--- src/ppsc_pkg.sv ---
// Constants for the port power-state and fault controller.
// Assumes a single 20 MHz core clock.
`default_nettype none
package ppsc_pkg;
  localparam int CLK_PERIOD_NS = 50;
  // Qualify time, retry interval and discharge time in nanoseconds
  localparam int QUAL_TIME_NS = 2_000;
  localparam int RETRY_TIME_NS = 200_000_000;
  localparam int DISCH_TIME_NS = 100_000;
  // Least times round up to whole cycles
  localparam int QUAL_CYC = (QUAL_TIME_NS + CLK_PERIOD_NS - 1) / CLK_PERIOD_NS;
  localparam int RETRY_CYC = (RETRY_TIME_NS + CLK_PERIOD_NS - 1) / CLK_PERIOD_NS;
  localparam int DISCH_CYC = (DISCH_TIME_NS + CLK_PERIOD_NS - 1) / CLK_PERIOD_NS;
  localparam int CNT_W = 24;
  localparam logic [1:0] STRAP_WAIT = 2'h2;
  localparam int ADDR_W = 4;
  localparam int DATA_W = 8;
  localparam logic [ADDR_W-1:0] ADDR_CFG = 4'h0;
  localparam logic [ADDR_W-1:0] ADDR_STAT = 4'h4;
  localparam logic [DATA_W-1:0] CFG_RESET = 8'h00;
  // Configuration register fields
  localparam int CFG_PIN_IGNORE = 0;
  localparam int CFG_MODE_A = 1;
  localparam int CFG_MODE_B = 2;
  localparam int CFG_EMUL = 3;
  localparam int CFG_PORT_POWER_ENABLE = 4;
  localparam int CFG_ATTACH = 5;
  localparam int CFG_LATCH = 6;
  localparam int CFG_ALERT_MASK = 7;
  // Status register fields
  localparam int ST_ERR = 0;
  localparam int ST_BV = 1;
  localparam int ST_STATE_LO = 2;
  localparam int ST_ATT = 5;
  localparam int ST_POL = 6;
  localparam int ST_SMB = 7;
  typedef enum logic [2:0] {
    ST_SLEEP = 3'h0,
    ST_DETECT = 3'h1,
    ST_DISCH = 3'h3,
    ST_ACTIVE = 3'h2,
    ST_ERROR = 3'h6
  } ppsc_state_e;
endpackage
`default_nettype wire

--- src/ppsc_ctrl.sv ---
// Port power-state sequencer: Sleep, Detect, discharge, Active and Error.
// Assumes pins and analog comparator flags arrive asynchronously; the
// register port is on ref_clk_i.
// Operation
// - Active refused on source lockout, enable off, mode zero, or gate on without attach
// - Each entry to Active starts the host-selected mode
// - From Active, any of six faults enters Error
// - From Detect, only back-drive or over-temperature enters Error
// - From Sleep, only back-drive enters Error
// - In Error all switches open; alert driven unless masked
// - Latching handler rechecks after flag clear or enable toggle
// - Auto-recovery rechecks after one retry interval in Error
// - Clean recheck returns to Active, Detect or Sleep; Active restarts mode
// - Removal in Error rechecks then follows current controls
// - Back-voltage opens switches and sets flag leading to Error
// - Source back-voltage opens port at once; qualifies to Error
// - Core back-voltage opens bypass at once; qualifies to Error
// - Source over-voltage beyond qualify time disables port, enters Error
// - Polarity strap sampled once after reset; later changes ignored
// - Mode zero with enable active disables attach and removal detection
// - SMBus pin-ignore selects bits only; else enable and mode bits combine with pins
// - Fault handler from pin stand-alone, from bit in SMBus
// - Attach gate from bit in SMBus, from pin otherwise
// - Attach gate one needs attach; zero disables detection
// - Detect to Active: bypass off, discharge, then port on
`timescale 1ns/100ps
`default_nettype none
module ppsc_ctrl
  import ppsc_pkg::*;
#(
  parameter int QUAL_CYCLES = ppsc_pkg::QUAL_CYC,
  parameter int RETRY_CYCLES = ppsc_pkg::RETRY_CYC,
  parameter int DISCH_CYCLES = ppsc_pkg::DISCH_CYC
) (
  // Clock and reset
  input wire logic ref_clk_i,
  input wire logic rst_i,
  // Register port
  input wire logic [ppsc_pkg::ADDR_W-1:0] addr_i,
  input wire logic [ppsc_pkg::DATA_W-1:0] wdata_i,
  input wire logic wr_i,
  input wire logic rd_i,
  output logic [ppsc_pkg::DATA_W-1:0] rdata_o,
  // Straps and control pins
  input wire logic polarity_strap_i,
  input wire logic smbus_mode_i,
  input wire logic port_power_enable_i,
  input wire logic mode_pin_a_i,
  input wire logic mode_pin_b_i,
  input wire logic emulation_enable_i,
  input wire logic attach_gate_enable_i,
  input wire logic latch_pin_i,
  // Analog condition flags
  input wire logic src_undervolt_i,
  input wire logic src_overvolt_i,
  input wire logic over_temp_i,
  input wire logic over_current_i,
  input wire logic vbus_undervolt_i,
  input wire logic backvolt_src_i,
  input wire logic backvolt_core_i,
  input wire logic discharge_err_i,
  input wire logic attach_det_i,
  input wire logic removal_det_i,
  // Switch controls and status
  output logic port_sw_o,
  output logic bypass_sw_o,
  output logic hs_sw_o,
  output logic discharge_sw_o,
  output logic attach_det_en_o,
  output logic removal_det_en_o,
  output logic mode_restart_o,
  output logic [2:0] active_mode_o,
  output logic smbus_addr_sel_o,
  // Open-drain fault alert
  output logic alert_o,
  output logic alert_oen_o
);
  import ppsc_pkg::*;

  localparam int NSYNC = 17;

  logic [NSYNC-1:0] sync1_reg;
  logic [NSYNC-1:0] sync2_reg;
  logic pol_s, smb_s, en_pin_s, ma_s, mb_s, em_s, s0_pin_s, latch_pin_s;
  logic uvlo_s, ov_s, ot_s, oc_s, vuv_s, bv_src_s, bv_core_s, dis_err_s;
  logic att_s, rem_s;
  ppsc_state_e state_reg, state_next, settle;
  logic [1:0] strap_cnt_reg;
  logic strap_done_reg, polarity_reg, smbus_reg;
  logic [DATA_W-1:0] cfg_reg;
  logic err_flag_reg, bv_flag_reg, attached_reg, en_prev_reg;
  logic [CNT_W-1:0] retry_cnt_reg, disch_cnt_reg;
  logic [CNT_W-1:0] qual_cnt_reg [3];
  logic [2:0] qual_cond, qual_hit;
  logic en_eff, s0_eff, latch_eff, mode_zero, go_active;
  logic [2:0] mode_eff;
  logic err_active, err_detect, err_sleep, err_now;
  logic err_clr, en_toggle, removal_evt, recheck;

  // Two-flop synchronisers on every asynchronous input
  always_ff @(posedge ref_clk_i or posedge rst_i) begin
    if (rst_i) begin
      sync1_reg <= '0;
      sync2_reg <= '0;
    end else begin
      sync1_reg <= {polarity_strap_i, smbus_mode_i, port_power_enable_i,
                    mode_pin_a_i, mode_pin_b_i, emulation_enable_i,
                    attach_gate_enable_i, latch_pin_i, src_undervolt_i,
                    src_overvolt_i, over_temp_i, over_current_i, vbus_undervolt_i,
                    backvolt_src_i, backvolt_core_i, discharge_err_i,
                    attach_det_i};
      sync2_reg <= sync1_reg;
    end
  end

  // Removal detect is synchronised on its own pair
  logic rem1_reg, rem2_reg;
  always_ff @(posedge ref_clk_i or posedge rst_i) begin
    if (rst_i) begin
      rem1_reg <= 1'b0;
      rem2_reg <= 1'b0;
    end else begin
      rem1_reg <= removal_det_i;
      rem2_reg <= rem1_reg;
    end
  end

  assign {pol_s, smb_s, en_pin_s, ma_s, mb_s, em_s, s0_pin_s, latch_pin_s,
          uvlo_s, ov_s, ot_s, oc_s, vuv_s, bv_src_s, bv_core_s, dis_err_s,
          att_s} = sync2_reg;
  assign rem_s = rem2_reg;

  // Straps are taken once, after the synchronisers have settled
  always_ff @(posedge ref_clk_i or posedge rst_i) begin
    if (rst_i) begin
      strap_cnt_reg <= 2'h0;
      strap_done_reg <= 1'b0;
      polarity_reg <= 1'b1;
      smbus_reg <= 1'b0;
    end else if (!strap_done_reg) begin
      strap_cnt_reg <= strap_cnt_reg + 2'h1;
      if (strap_cnt_reg == STRAP_WAIT) begin
        strap_done_reg <= 1'b1;
        polarity_reg <= pol_s;
        smbus_reg <= smb_s;
      end
    end
  end

  // Effective controls from pins or configuration bits
  always_comb begin
    if (smbus_reg && cfg_reg[CFG_PIN_IGNORE]) begin
      en_eff = cfg_reg[CFG_PORT_POWER_ENABLE];
      mode_eff = {cfg_reg[CFG_EMUL], cfg_reg[CFG_MODE_B], cfg_reg[CFG_MODE_A]};
    end else if (smbus_reg) begin
      en_eff = cfg_reg[CFG_PORT_POWER_ENABLE] | (en_pin_s == polarity_reg);
      mode_eff = {cfg_reg[CFG_EMUL] | em_s, cfg_reg[CFG_MODE_B] | mb_s,
                  cfg_reg[CFG_MODE_A] | ma_s};
    end else begin
      en_eff = (en_pin_s == polarity_reg);
      mode_eff = {em_s, mb_s, ma_s};
    end
    latch_eff = smbus_reg ? cfg_reg[CFG_LATCH] : latch_pin_s;
    s0_eff = smbus_reg ? cfg_reg[CFG_ATTACH] : s0_pin_s;
  end

  assign mode_zero = (mode_eff == 3'h0);
  assign go_active = !uvlo_s && en_eff && !mode_zero
                     && (!s0_eff || (attached_reg && !removal_evt));
  assign settle = go_active ? ST_ACTIVE : (s0_eff ? ST_DETECT : ST_SLEEP);

  // Qualify counters: source back-voltage, core back-voltage, over-voltage
  assign qual_cond[0] = bv_src_s && (state_reg == ST_ACTIVE || state_reg == ST_SLEEP);
  assign qual_cond[1] = bv_core_s && (state_reg == ST_DETECT || state_reg == ST_SLEEP);
  assign qual_cond[2] = ov_s && (state_reg == ST_ACTIVE);

  for (genvar i = 0; i < 3; i++) begin : g_qual
    always_ff @(posedge ref_clk_i or posedge rst_i) begin
      if (rst_i) begin
        qual_cnt_reg[i] <= '0;
      end else if (!qual_cond[i]) begin
        qual_cnt_reg[i] <= '0;
      end else if (qual_cnt_reg[i] != CNT_W'(QUAL_CYCLES)) begin
        qual_cnt_reg[i] <= qual_cnt_reg[i] + CNT_W'(1);
      end
    end
    assign qual_hit[i] = qual_cond[i] && (qual_cnt_reg[i] == CNT_W'(QUAL_CYCLES));
  end

  // Error causes per state
  assign err_active = ot_s || oc_s || vuv_s || dis_err_s
                      || qual_hit[0] || qual_hit[2];
  assign err_detect = qual_hit[1] || ot_s;
  assign err_sleep = qual_hit[0] || qual_hit[1];
  assign err_now = ot_s || oc_s || vuv_s || dis_err_s || ov_s
                   || bv_src_s || bv_core_s;

  assign err_clr = wr_i && smbus_reg && addr_i == ADDR_STAT && wdata_i[ST_ERR];
  assign en_toggle = en_eff != en_prev_reg;
  assign removal_evt = rem_s && removal_det_en_o;
  assign recheck = (latch_eff ? (err_clr || en_toggle)
                    : (retry_cnt_reg == CNT_W'(RETRY_CYCLES)))
                   || removal_evt;

  always_comb begin
    state_next = state_reg;
    case (state_reg)
      ST_SLEEP: begin
        if (!strap_done_reg) state_next = ST_SLEEP;
        else if (err_sleep) state_next = ST_ERROR;
        else state_next = settle;
      end
      ST_DETECT: begin
        if (err_detect) state_next = ST_ERROR;
        else if (settle == ST_ACTIVE) state_next = ST_DISCH;
        else state_next = settle;
      end
      ST_DISCH: begin
        if (err_active) state_next = ST_ERROR;
        else if (!go_active) state_next = settle;
        else if (disch_cnt_reg == CNT_W'(DISCH_CYCLES)) state_next = ST_ACTIVE;
      end
      ST_ACTIVE: begin
        if (err_active) state_next = ST_ERROR;
        else if (!go_active) state_next = settle;
      end
      ST_ERROR: begin
        if (recheck && !err_now) state_next = settle;
      end
      default: state_next = ST_SLEEP;
    endcase
  end

  always_ff @(posedge ref_clk_i or posedge rst_i) begin
    if (rst_i) state_reg <= ST_SLEEP;
    else state_reg <= state_next;
  end

  // Retry and discharge timers
  always_ff @(posedge ref_clk_i or posedge rst_i) begin
    if (rst_i) begin
      retry_cnt_reg <= '0;
      disch_cnt_reg <= '0;
    end else begin
      if (state_reg != ST_ERROR || recheck) retry_cnt_reg <= '0;
      else retry_cnt_reg <= retry_cnt_reg + CNT_W'(1);
      if (state_reg != ST_DISCH) disch_cnt_reg <= '0;
      else disch_cnt_reg <= disch_cnt_reg + CNT_W'(1);
    end
  end

  // Attach tracking and detection enables
  always_ff @(posedge ref_clk_i or posedge rst_i) begin
    if (rst_i) begin
      attached_reg <= 1'b0;
      attach_det_en_o <= 1'b0;
      removal_det_en_o <= 1'b0;
      en_prev_reg <= 1'b0;
    end else begin
      en_prev_reg <= en_eff;
      if (!s0_eff || state_reg == ST_SLEEP || removal_evt) attached_reg <= 1'b0;
      else if (att_s && attach_det_en_o) attached_reg <= 1'b1;
      attach_det_en_o <= s0_eff && !(mode_zero && en_eff)
                         && state_next == ST_DETECT && !attached_reg;
      removal_det_en_o <= s0_eff && !(mode_zero && en_eff)
                          && attached_reg && state_next != ST_SLEEP;
    end
  end

  // Switch drive follows the next state so Error and open switches coincide
  always_ff @(posedge ref_clk_i or posedge rst_i) begin
    if (rst_i) begin
      port_sw_o <= 1'b0;
      bypass_sw_o <= 1'b0;
      hs_sw_o <= 1'b0;
      discharge_sw_o <= 1'b0;
      alert_oen_o <= 1'b1;
    end else begin
      port_sw_o <= state_next == ST_ACTIVE && !bv_src_s;
      bypass_sw_o <= state_next == ST_DETECT && !bv_core_s;
      hs_sw_o <= state_next == ST_ACTIVE;
      discharge_sw_o <= state_next == ST_DISCH;
      alert_oen_o <= !(state_next == ST_ERROR && !cfg_reg[CFG_ALERT_MASK]);
    end
  end
  assign alert_o = 1'b0;

  // Mode restart on every entry to Active
  always_ff @(posedge ref_clk_i or posedge rst_i) begin
    if (rst_i) begin
      mode_restart_o <= 1'b0;
      active_mode_o <= 3'h0;
      smbus_addr_sel_o <= 1'b0;
    end else begin
      mode_restart_o <= state_next == ST_ACTIVE && state_reg != ST_ACTIVE;
      if (state_next == ST_ACTIVE && state_reg != ST_ACTIVE) active_mode_o <= mode_eff;
      smbus_addr_sel_o <= smbus_reg && polarity_reg;
    end
  end

  // Registers; writes are ignored outside SMBus mode
  always_ff @(posedge ref_clk_i or posedge rst_i) begin
    if (rst_i) begin
      cfg_reg <= CFG_RESET;
      err_flag_reg <= 1'b0;
      bv_flag_reg <= 1'b0;
    end else begin
      if (wr_i && smbus_reg && addr_i == ADDR_CFG) cfg_reg <= wdata_i;
      if (state_next == ST_ERROR && state_reg != ST_ERROR) err_flag_reg <= 1'b1;
      else if (err_clr) err_flag_reg <= 1'b0;
      if (|qual_hit[1:0]) bv_flag_reg <= 1'b1;
      else if (wr_i && smbus_reg && addr_i == ADDR_STAT && wdata_i[ST_BV])
        bv_flag_reg <= 1'b0;
    end
  end

  always_ff @(posedge ref_clk_i or posedge rst_i) begin
    if (rst_i) rdata_o <= '0;
    else if (rd_i && addr_i == ADDR_CFG) rdata_o <= cfg_reg;
    else if (rd_i && addr_i == ADDR_STAT)
      rdata_o <= {smbus_reg, polarity_reg, attached_reg, state_reg,
                  bv_flag_reg, err_flag_reg};
    else rdata_o <= '0;
  end

  a_port_needs_active: assert property (@(posedge ref_clk_i) disable iff (rst_i)
    port_sw_o |-> state_reg == ST_ACTIVE && go_active || state_reg == ST_ACTIVE)
    else $error("port switch closed outside Active");
  a_active_refused: assert property (@(posedge ref_clk_i) disable iff (rst_i)
    state_reg == ST_ACTIVE && !go_active |=> state_reg != ST_ACTIVE)
    else $error("Active held while refused");
  a_mode_restart: assert property (@(posedge ref_clk_i) disable iff (rst_i)
    state_reg == ST_ACTIVE && $past(state_reg) != ST_ACTIVE |-> mode_restart_o)
    else $error("no mode restart on Active entry");
  a_active_to_error: assert property (@(posedge ref_clk_i) disable iff (rst_i)
    state_reg == ST_ACTIVE && err_active |=> state_reg == ST_ERROR)
    else $error("Active fault missed");
  a_detect_no_error: assert property (@(posedge ref_clk_i) disable iff (rst_i)
    state_reg == ST_DETECT && !err_detect |=> state_reg != ST_ERROR)
    else $error("Detect entered Error wrongly");
  a_sleep_no_error: assert property (@(posedge ref_clk_i) disable iff (rst_i)
    state_reg == ST_SLEEP && !err_sleep |=> state_reg != ST_ERROR)
    else $error("Sleep entered Error wrongly");
  a_error_open_sw: assert property (@(posedge ref_clk_i) disable iff (rst_i)
    state_reg == ST_ERROR |-> !port_sw_o && !bypass_sw_o && !hs_sw_o)
    else $error("switch closed in Error");
  a_latch_hold: assert property (@(posedge ref_clk_i) disable iff (rst_i)
    state_reg == ST_ERROR && latch_eff && !recheck |=> state_reg == ST_ERROR)
    else $error("latched Error left without re-arm");
  a_retry_wait: assert property (@(posedge ref_clk_i) disable iff (rst_i)
    state_reg == ST_ERROR && !latch_eff && !removal_evt
    && retry_cnt_reg < CNT_W'(RETRY_CYCLES) |=> state_reg == ST_ERROR)
    else $error("Error left before retry interval");
  a_error_stays: assert property (@(posedge ref_clk_i) disable iff (rst_i)
    state_reg == ST_ERROR && err_now |=> state_reg == ST_ERROR)
    else $error("Error left with fault present");
  a_bv_port_open: assert property (@(posedge ref_clk_i) disable iff (rst_i)
    bv_src_s |=> !port_sw_o)
    else $error("port not opened on back-voltage");
  a_bv_bypass_open: assert property (@(posedge ref_clk_i) disable iff (rst_i)
    bv_core_s |=> !bypass_sw_o)
    else $error("bypass not opened on back-voltage");
  a_disch_first: assert property (@(posedge ref_clk_i) disable iff (rst_i)
    $rose(discharge_sw_o) |-> !port_sw_o && !bypass_sw_o)
    else $error("discharge overlaps port or bypass");
endmodule // ppsc_ctrl
`default_nettype wire

--- config.mk ---
export PLATFORM = sky130hd
export DESIGN_NAME = ppsc_ctrl
export DESIGN_NICKNAME = d
export VERILOG_FILES = /design/src/ppsc_pkg.sv /design/src/ppsc_ctrl.sv
export SDC_FILE = /design/constraint.sdc
export NUM_CORES = 1
export LEC_CHECK = 0
export BUFFER_PORTS_ARGS = -buffer_cell sky130_fd_sc_hd__buf_2
export CORE_MARGIN = 2
export CORE_UTILIZATION = 41
export CTS_BUF_LIST = sky130_fd_sc_hd__clkbuf_4 sky130_fd_sc_hd__clkbuf_8
export DETAILED_ROUTE_END_ITERATION = 10
export GPL_TIMING_DRIVEN = 0
export PLACE_DENSITY_LB_ADDON = 0.15
export SYNTH_ARGS = -nofsm -noshare
export SYNTH_HDL_FRONTEND = slang
export SYNTH_SLANG_ARGS = --single-unit
--- constraint.sdc ---
create_clock -name ref_clk_i -period 8.22 [get_ports ref_clk_i]
set_input_delay 0.822 -clock ref_clk_i [delete_from_list [all_inputs] [get_ports ref_clk_i]]
set_output_delay 0.822 -clock ref_clk_i [all_outputs]
set_load 0.005 [all_outputs]
; ---- Yosys cells after proc, flatten, opt, wreduce, memory -nomap -nowiden
; Index checks and enable logic that the tools add are counted.
[word_totals]
register_bits = 196
inputBits = 34
output_inout_bits = 21
wordCells = 177
[classes]
n_addsub = 6
n_eq_ne = 27
n_mux = 38
bitwise_logic = 5
n_reduce_logical = 71
[ops]
columns = cell, count
row1 = $mux 24, 8
row2 = $add 24x1->24 const B, 5
row3 = $eq 24x6->1 const B, 3
row4 = $ne 24x6->1 const B, 3
row5 = $logic_and 1x1->1, 33
row6 = $mux 3, 11
row7 = $eq 24x11->1 const B, 1
row8 = $eq 24x22->1 const B, 1
row9 = $logic_or 1x1->1, 18
row10 = $mux 8, 2
row11 = $pmux 3 s5, 1
row12 = $mux 1, 14
row13 = $eq 3x2->1 const B, 4
row14 = $logic_not 1->1, 11
row15 = $eq 3x1->1 const B, 2
row16 = $eq 3x3->1 const B, 2
row17 = $logic_not 3->1, 2
row18 = $ne 2x1->1 const B, 3
row19 = $ne 3x2->1 const B, 2
row20 = $reduce_bool 2->1, 3
row21 = $eq 2x2->1 const B, 2
row22 = $eq 4x3->1 const B, 1
row23 = $logic_not 4->1, 1
row24 = $mux 2, 2
row25 = 9 further kinds, 12

; ---- Longest topological paths before layout
[logic_depth]
ltp_word = 15
depth_mapped = 9
ltp_nobuf = 9

; ---- Least setup slack after synthesis
; No wires, ideal clock.
[synth_path]
kind = input to register
from = in addr_i[2] (netlist bit)
to = reg active_mode_o[0]
setup_time_ps = 125
arrival_time_ps = 2355
required_time_ps = 8095
path_slack_ps = 5740
cell_stages = 8
n_path_buf = 1
cell_sequence = buf_2 and3_1 a41oi_1 and3_4 nand4b_4 nand3_4 nand3b_4 mux2_4
[synth_between]
elab_chain_cells = 11
[synth_lines]
columns = item, line
row1 = from (decl), ppsc_ctrl.sv:39  ; input wire logic [ppsc_pkg::ADDR_W-1:0] addr_i,
row2 = $eq 4x3->1, ppsc_ctrl.sv:198  ; assign err_clr = wr_i && smbus_reg && addr_i == ADDR_STAT && wdata_i[ST_ERR];
row3 = $logic_and 1x1->1 (2 in a row), ppsc_ctrl.sv:198
row4 = $logic_or 1x1->1, ppsc_ctrl.sv:201  ; assign recheck = (latch_eff ? (err_clr || en_toggle)
row5 = $mux 1, ppsc_ctrl.sv:201
row6 = $logic_or 1x1->1, ppsc_ctrl.sv:203  ; || removal_evt;
row7 = $logic_and 1x1->1, ppsc_ctrl.sv:228  ; if (recheck && !err_now) state_next = settle;
row8 = $mux 3, ppsc_ctrl.sv:228
row9 = $pmux 3 s5, ppsc_ctrl.sv:207  ; case (state_reg)
row10 = named net state_next[2], ppsc_ctrl.sv:87  ; ppsc_state_e state_reg, state_next, settle;
row11 = $eq 3x2->1, ppsc_ctrl.sv:296  ; if (state_next == ST_ACTIVE && state_reg != ST_ACTIVE) active_mode_o <= mode_eff;
row12 = $logic_and 1x1->1, ppsc_ctrl.sv:296
row13 = to (signal assigned), ppsc_ctrl.sv:296
row14 = to (decl), ppsc_ctrl.sv:72  ; output logic [2:0] active_mode_o,
; The timed path passes the listed nets, and every way through them passes these cells.
; A chain may end at the register's enable or synchronous reset.

; ---- Final worst setup path
[layout_path]
from = reg state_reg[2]
to = reg active_mode_o[0]
[layout_between]
elab_chain_cells = 10
word_cells_on_any_way = 30
cone_classes = 6 x eq/ne / 10 x mux / 14 x reduce/logical
[layout_lines]
columns = item, line
row1 = from (decl), ppsc_ctrl.sv:87
row2 = from (signal assigned), ppsc_ctrl.sv:236  ; else state_reg <= state_next;
row3 = "$eq 3x2->1, or another cell as far along", "ppsc_ctrl.sv:173, ppsc_ctrl.sv:175, ppsc_ctrl.sv:207"
row4 = $logic_or 1x1->1 (on tied branches), "ppsc_ctrl.sv:173, ppsc_ctrl.sv:174"
row5 = $logic_and 1x1->1 (on tied branches), "ppsc_ctrl.sv:173, ppsc_ctrl.sv:174"
row6 = $logic_and 1x1->1, ppsc_ctrl.sv:187  ; assign qual_hit[i] = qual_cond[i] && (qual_cnt_reg[i] == CNT_W'(QUAL_CYCLES));
row7 = $logic_or 1x1->1 (on tied branches), "ppsc_ctrl.sv:194, ppsc_ctrl.sv:192"
row8 = $mux 3 or $logic_or 1x1->1 (tied branches), "ppsc_ctrl.sv:210, ppsc_ctrl.sv:192"
row9 = $mux 3 (on tied branches), "ppsc_ctrl.sv:209, ppsc_ctrl.sv:219, ppsc_ctrl.sv:224"
row10 = $pmux 3 s5 (*), ppsc_ctrl.sv:207
row11 = named net state_next[2], ppsc_ctrl.sv:87
row12 = $eq 3x2->1 (*), ppsc_ctrl.sv:296
row13 = $logic_and 1x1->1 (*), ppsc_ctrl.sv:296
; Mark *: on every way through the listed nets, which the timed path passes. The rest lies on a longest branch.

==> results.yml <==
outcome:
  outcome: "complete, no violations"
grt:
  globalRouteOverflowTotal: 0
  grt_max_degree: 107
  track_usage_pct: 16.40
  grt_pass1_vias: 5830
  antenna_found_initial: 0
  grt_pass1_wl_mm: 29.50
critical_path:
  reg2reg_to: "active_mode_o[0]"
  endpoint_kind: "flip-flop"
  cp.arrival_ns: 3.21
  worstSetupPathType: "reg2reg"
  reg2reg_depth: 8
  cp_max_fo: 10
  worstPathRequired_ns: 8.59
  crit_path_start_kind: "flip-flop"
  reg2reg_from: "state_reg[2]"
  r2r_slack_ns: 5.38
min_path:
  hold_path.class: "reg2reg"
  hold_start: "sync1_reg[6]"
  holdPathStages: 0
  holdPathEnd: "sync2_reg[6]"
floorplanning:
  core_sq_um: 21090
  dieArea_sq_um: 22750
  initial_utilization_pct: 41.92
  die_h_microns: 150.8
  num_rows: 53
  die_x_microns: 150.8
  ios: 55
logic_synthesis:
  synthCells: 819
  synth_mux_area_share_pct: 3.482
  ys_types: 66
  avgSynthCellArea_sq_um: 10.79
  syn-num-nets: 864
  async_reset_ff_share_pct: 100.0
  yosys_warnings: 0
  synth_area_leader_cell: "dfrtp_1"
  synth_area_leaders: "dfrtp_1 55%, xor2_1 6.3%, nor2_1 6.1%"
  yosysSeqAreaShare_pct: 55.51
  synth_compound_area_share_pct: 4.246
  synth-xor-area-share_pct: 10.40
  synth_common_cells: "194 x dfrtp_1, 144 x nor2_1, 64 x xor2_1"
  yosys.area.top_type_share_pct: 54.92
  synthAdderAreaFrac_pct: 1.557
  synth.most_common_cell: "dfrtp_1"
  synth_top_family_by_area: "simple AND/OR/NAND/NOR gates"
  synth_edf_count: 0
  synthesis.area_sq_um: 8840
  synth-simple-area-share_pct: 22.60
  synth_seq_cells: 196
  dominantRegCellSynth: "dfrtp_1"
timing:
  setup_slack_ns: 5.379
  clock-skew-final_ns: 0.01959
  slew-limit-headroom_pct: 31.58
  slew_viol_final: 0
  fin_crit_ns: 2.841
  setup_violations: 0
  fmax_ghz: 0.3519
  fin_tns_setup_ns: 0
  finalHoldViolations: 0
  rsz0062_at_grt: "false"
  hold_ws_ns: 0.3547
  worst_pin_slew_ns: 1.017
  fin_crit_sh_pct: 34.57
clock_network:
  cts_tree: "built"
  cts.path.max_buffers: 2
  numCtsBuffers: 17
  cts-resized-gates: 0
  cts-hold-fix-buffers: 0
  clkTransAtPathRegs_ns: 0.10
  postCtsSetupRepairBufs: 0
  cts_root_buffer: "clkbuf_8"
  cts_max_level: 4
  cts_sinks: 196
  clock_latency_ns: 0.47
run:
  max_cap_viol_count: 0
finish:
  largest_reg_flops: 72
  design_area_sq_um: 9872
  area_growth_pct: 11.68
  postLayoutCoreUtil_pct: 46.81
  drive_gt1_share_pct: 13.50
  fin_nets: 936
  fillers: 1955
  num_antenna_cells: 0
  fin_cells: 1179
  seqCellArea_sq_um: 4907
  multi_input_area_sq_um: 3742
drt:
  dr.pass1.iters: 4
  vias_per_cell: 4.981
  post-route-drc-count: 0
  ant_nets: 0
  vias: 5873
  wl_mm: 17.09
  post_drt_wl_per_cell_microns: 14.49
  drtIter0Drc: 368
place:
  dp_cells: 1147
  post-place-ws_ns: 5.219
  postPlaceCellArea_sq_um: 9479
  gp_congestion: 0.7747
  post-dp-hpwl_mm: 11.90
  io_buffers: 52
power_and_ir_drop:
  vdd_drop_max_mv: 0.1146
  fin_total_pwr_mw: 1.785
  power-per-cell-area_nw_per_um2: 180.8
  p_leak_nw: 4.237
[power breakdown]
part	switching [mW]	total (mW)	leakage, nW	internal [mW]
Sequential	0.0326	1.03	2.59	1.00
Clock	0.356	0.626	0.195	0.270
Combinational	0.0692	0.125	1.45	0.0561
Total	0.458	1.79	4.24	1.33
[area by class of cell]
| type | count | area share [%] |
|---|---|---|
| Sequential cell | 196 | 49.71 |
| Multi-Input combinational cell | 578 | 37.91 |
| Tap cell | 275 | 3.485 |
| Timing Repair Buffer | 53 | 2.915 |
| Clock buffer | 20 | 2.788 |
| Clock inverter | 12 | 1.191 |
| Inverter | 28 | 1.141 |
| Buffer | 17 | 0.8619 |
[cells by family (layout without fill, tap and decap cells)]
family,after synthesis,in the layout
xor gates and xnor gates,105,105
adders and majority gates,11,11
DFF,196,196
other,1,1
buffers and inverters,45,130
AOI/OAI and AO/OA,53,53
muxes,27,27
and+or+nand+nor,381,381
[routing by layer]
metal	track usage [%]	up-vias	part of all wire, %
li1	-	2941	-
met1	23.71	2820	51
met2	25.09	92	44
met3	3.705	20	3.8
met4	4.206	0	1.0
met5	0	-	0
[worst max-delay path by stage]
stage	end	cells past startpoint	start	slack, ns
2_1_floorplan	active_mode_o[0]	1	rst_i	2.06
3_3_place_gp	active_mode_o[0]	2	rst_i	-0.28
3_5_place_dp	bypass_sw_o	8	addr_i[1]	5.22
4_1_cts	active_mode_o[0]	8	state_reg[2]	5.38
5_1_grt	active_mode_o[0]	8	state_reg[2]	5.23
6_report	active_mode_o[0]	8	state_reg[2]	5.38
[worst max-delay path, cell delays in order, from the launching register on]
cell,delay (ns)
dfrtp_1,0.36
buf_2,0.17
nor2_1,0.27
nand2_1,0.28
nor3_1,0.72
a211oi_1,0.28
nand3_4,0.15
nand3b_4,0.19
mux2_4,0.30
[layout by cell type, fill, tap and decap left out, types with 3 or more instances in the layout]
cell / count
dfrtp_1: 194
nor2_1: 144
xor2_1: 64
buf_2: 54
nand3_1: 47
nand2_1: 45
xnor2_1: 41
inv_1: 27
nand4_1: 24
and3_1: 22
clkbuf_8: 20
nor3_1: 17
a21oi_1: 15
nor4_1: 14
o21ai_0: 12
mux2i_1: 12
mux2_2: 12
clkbuf_1: 11
ha_1: 11
and4_1: 9
nor4b_1: 9
and2_1: 9
or3_1: 9
nor2b_1: 6
inv_6: 5
a211oi_1: 3
or4_1: 3
nand2b_1: 3
a22o_1: 3
clkinvlp_4: 3
No activity file was read; power rests on OpenSTA's default activity.
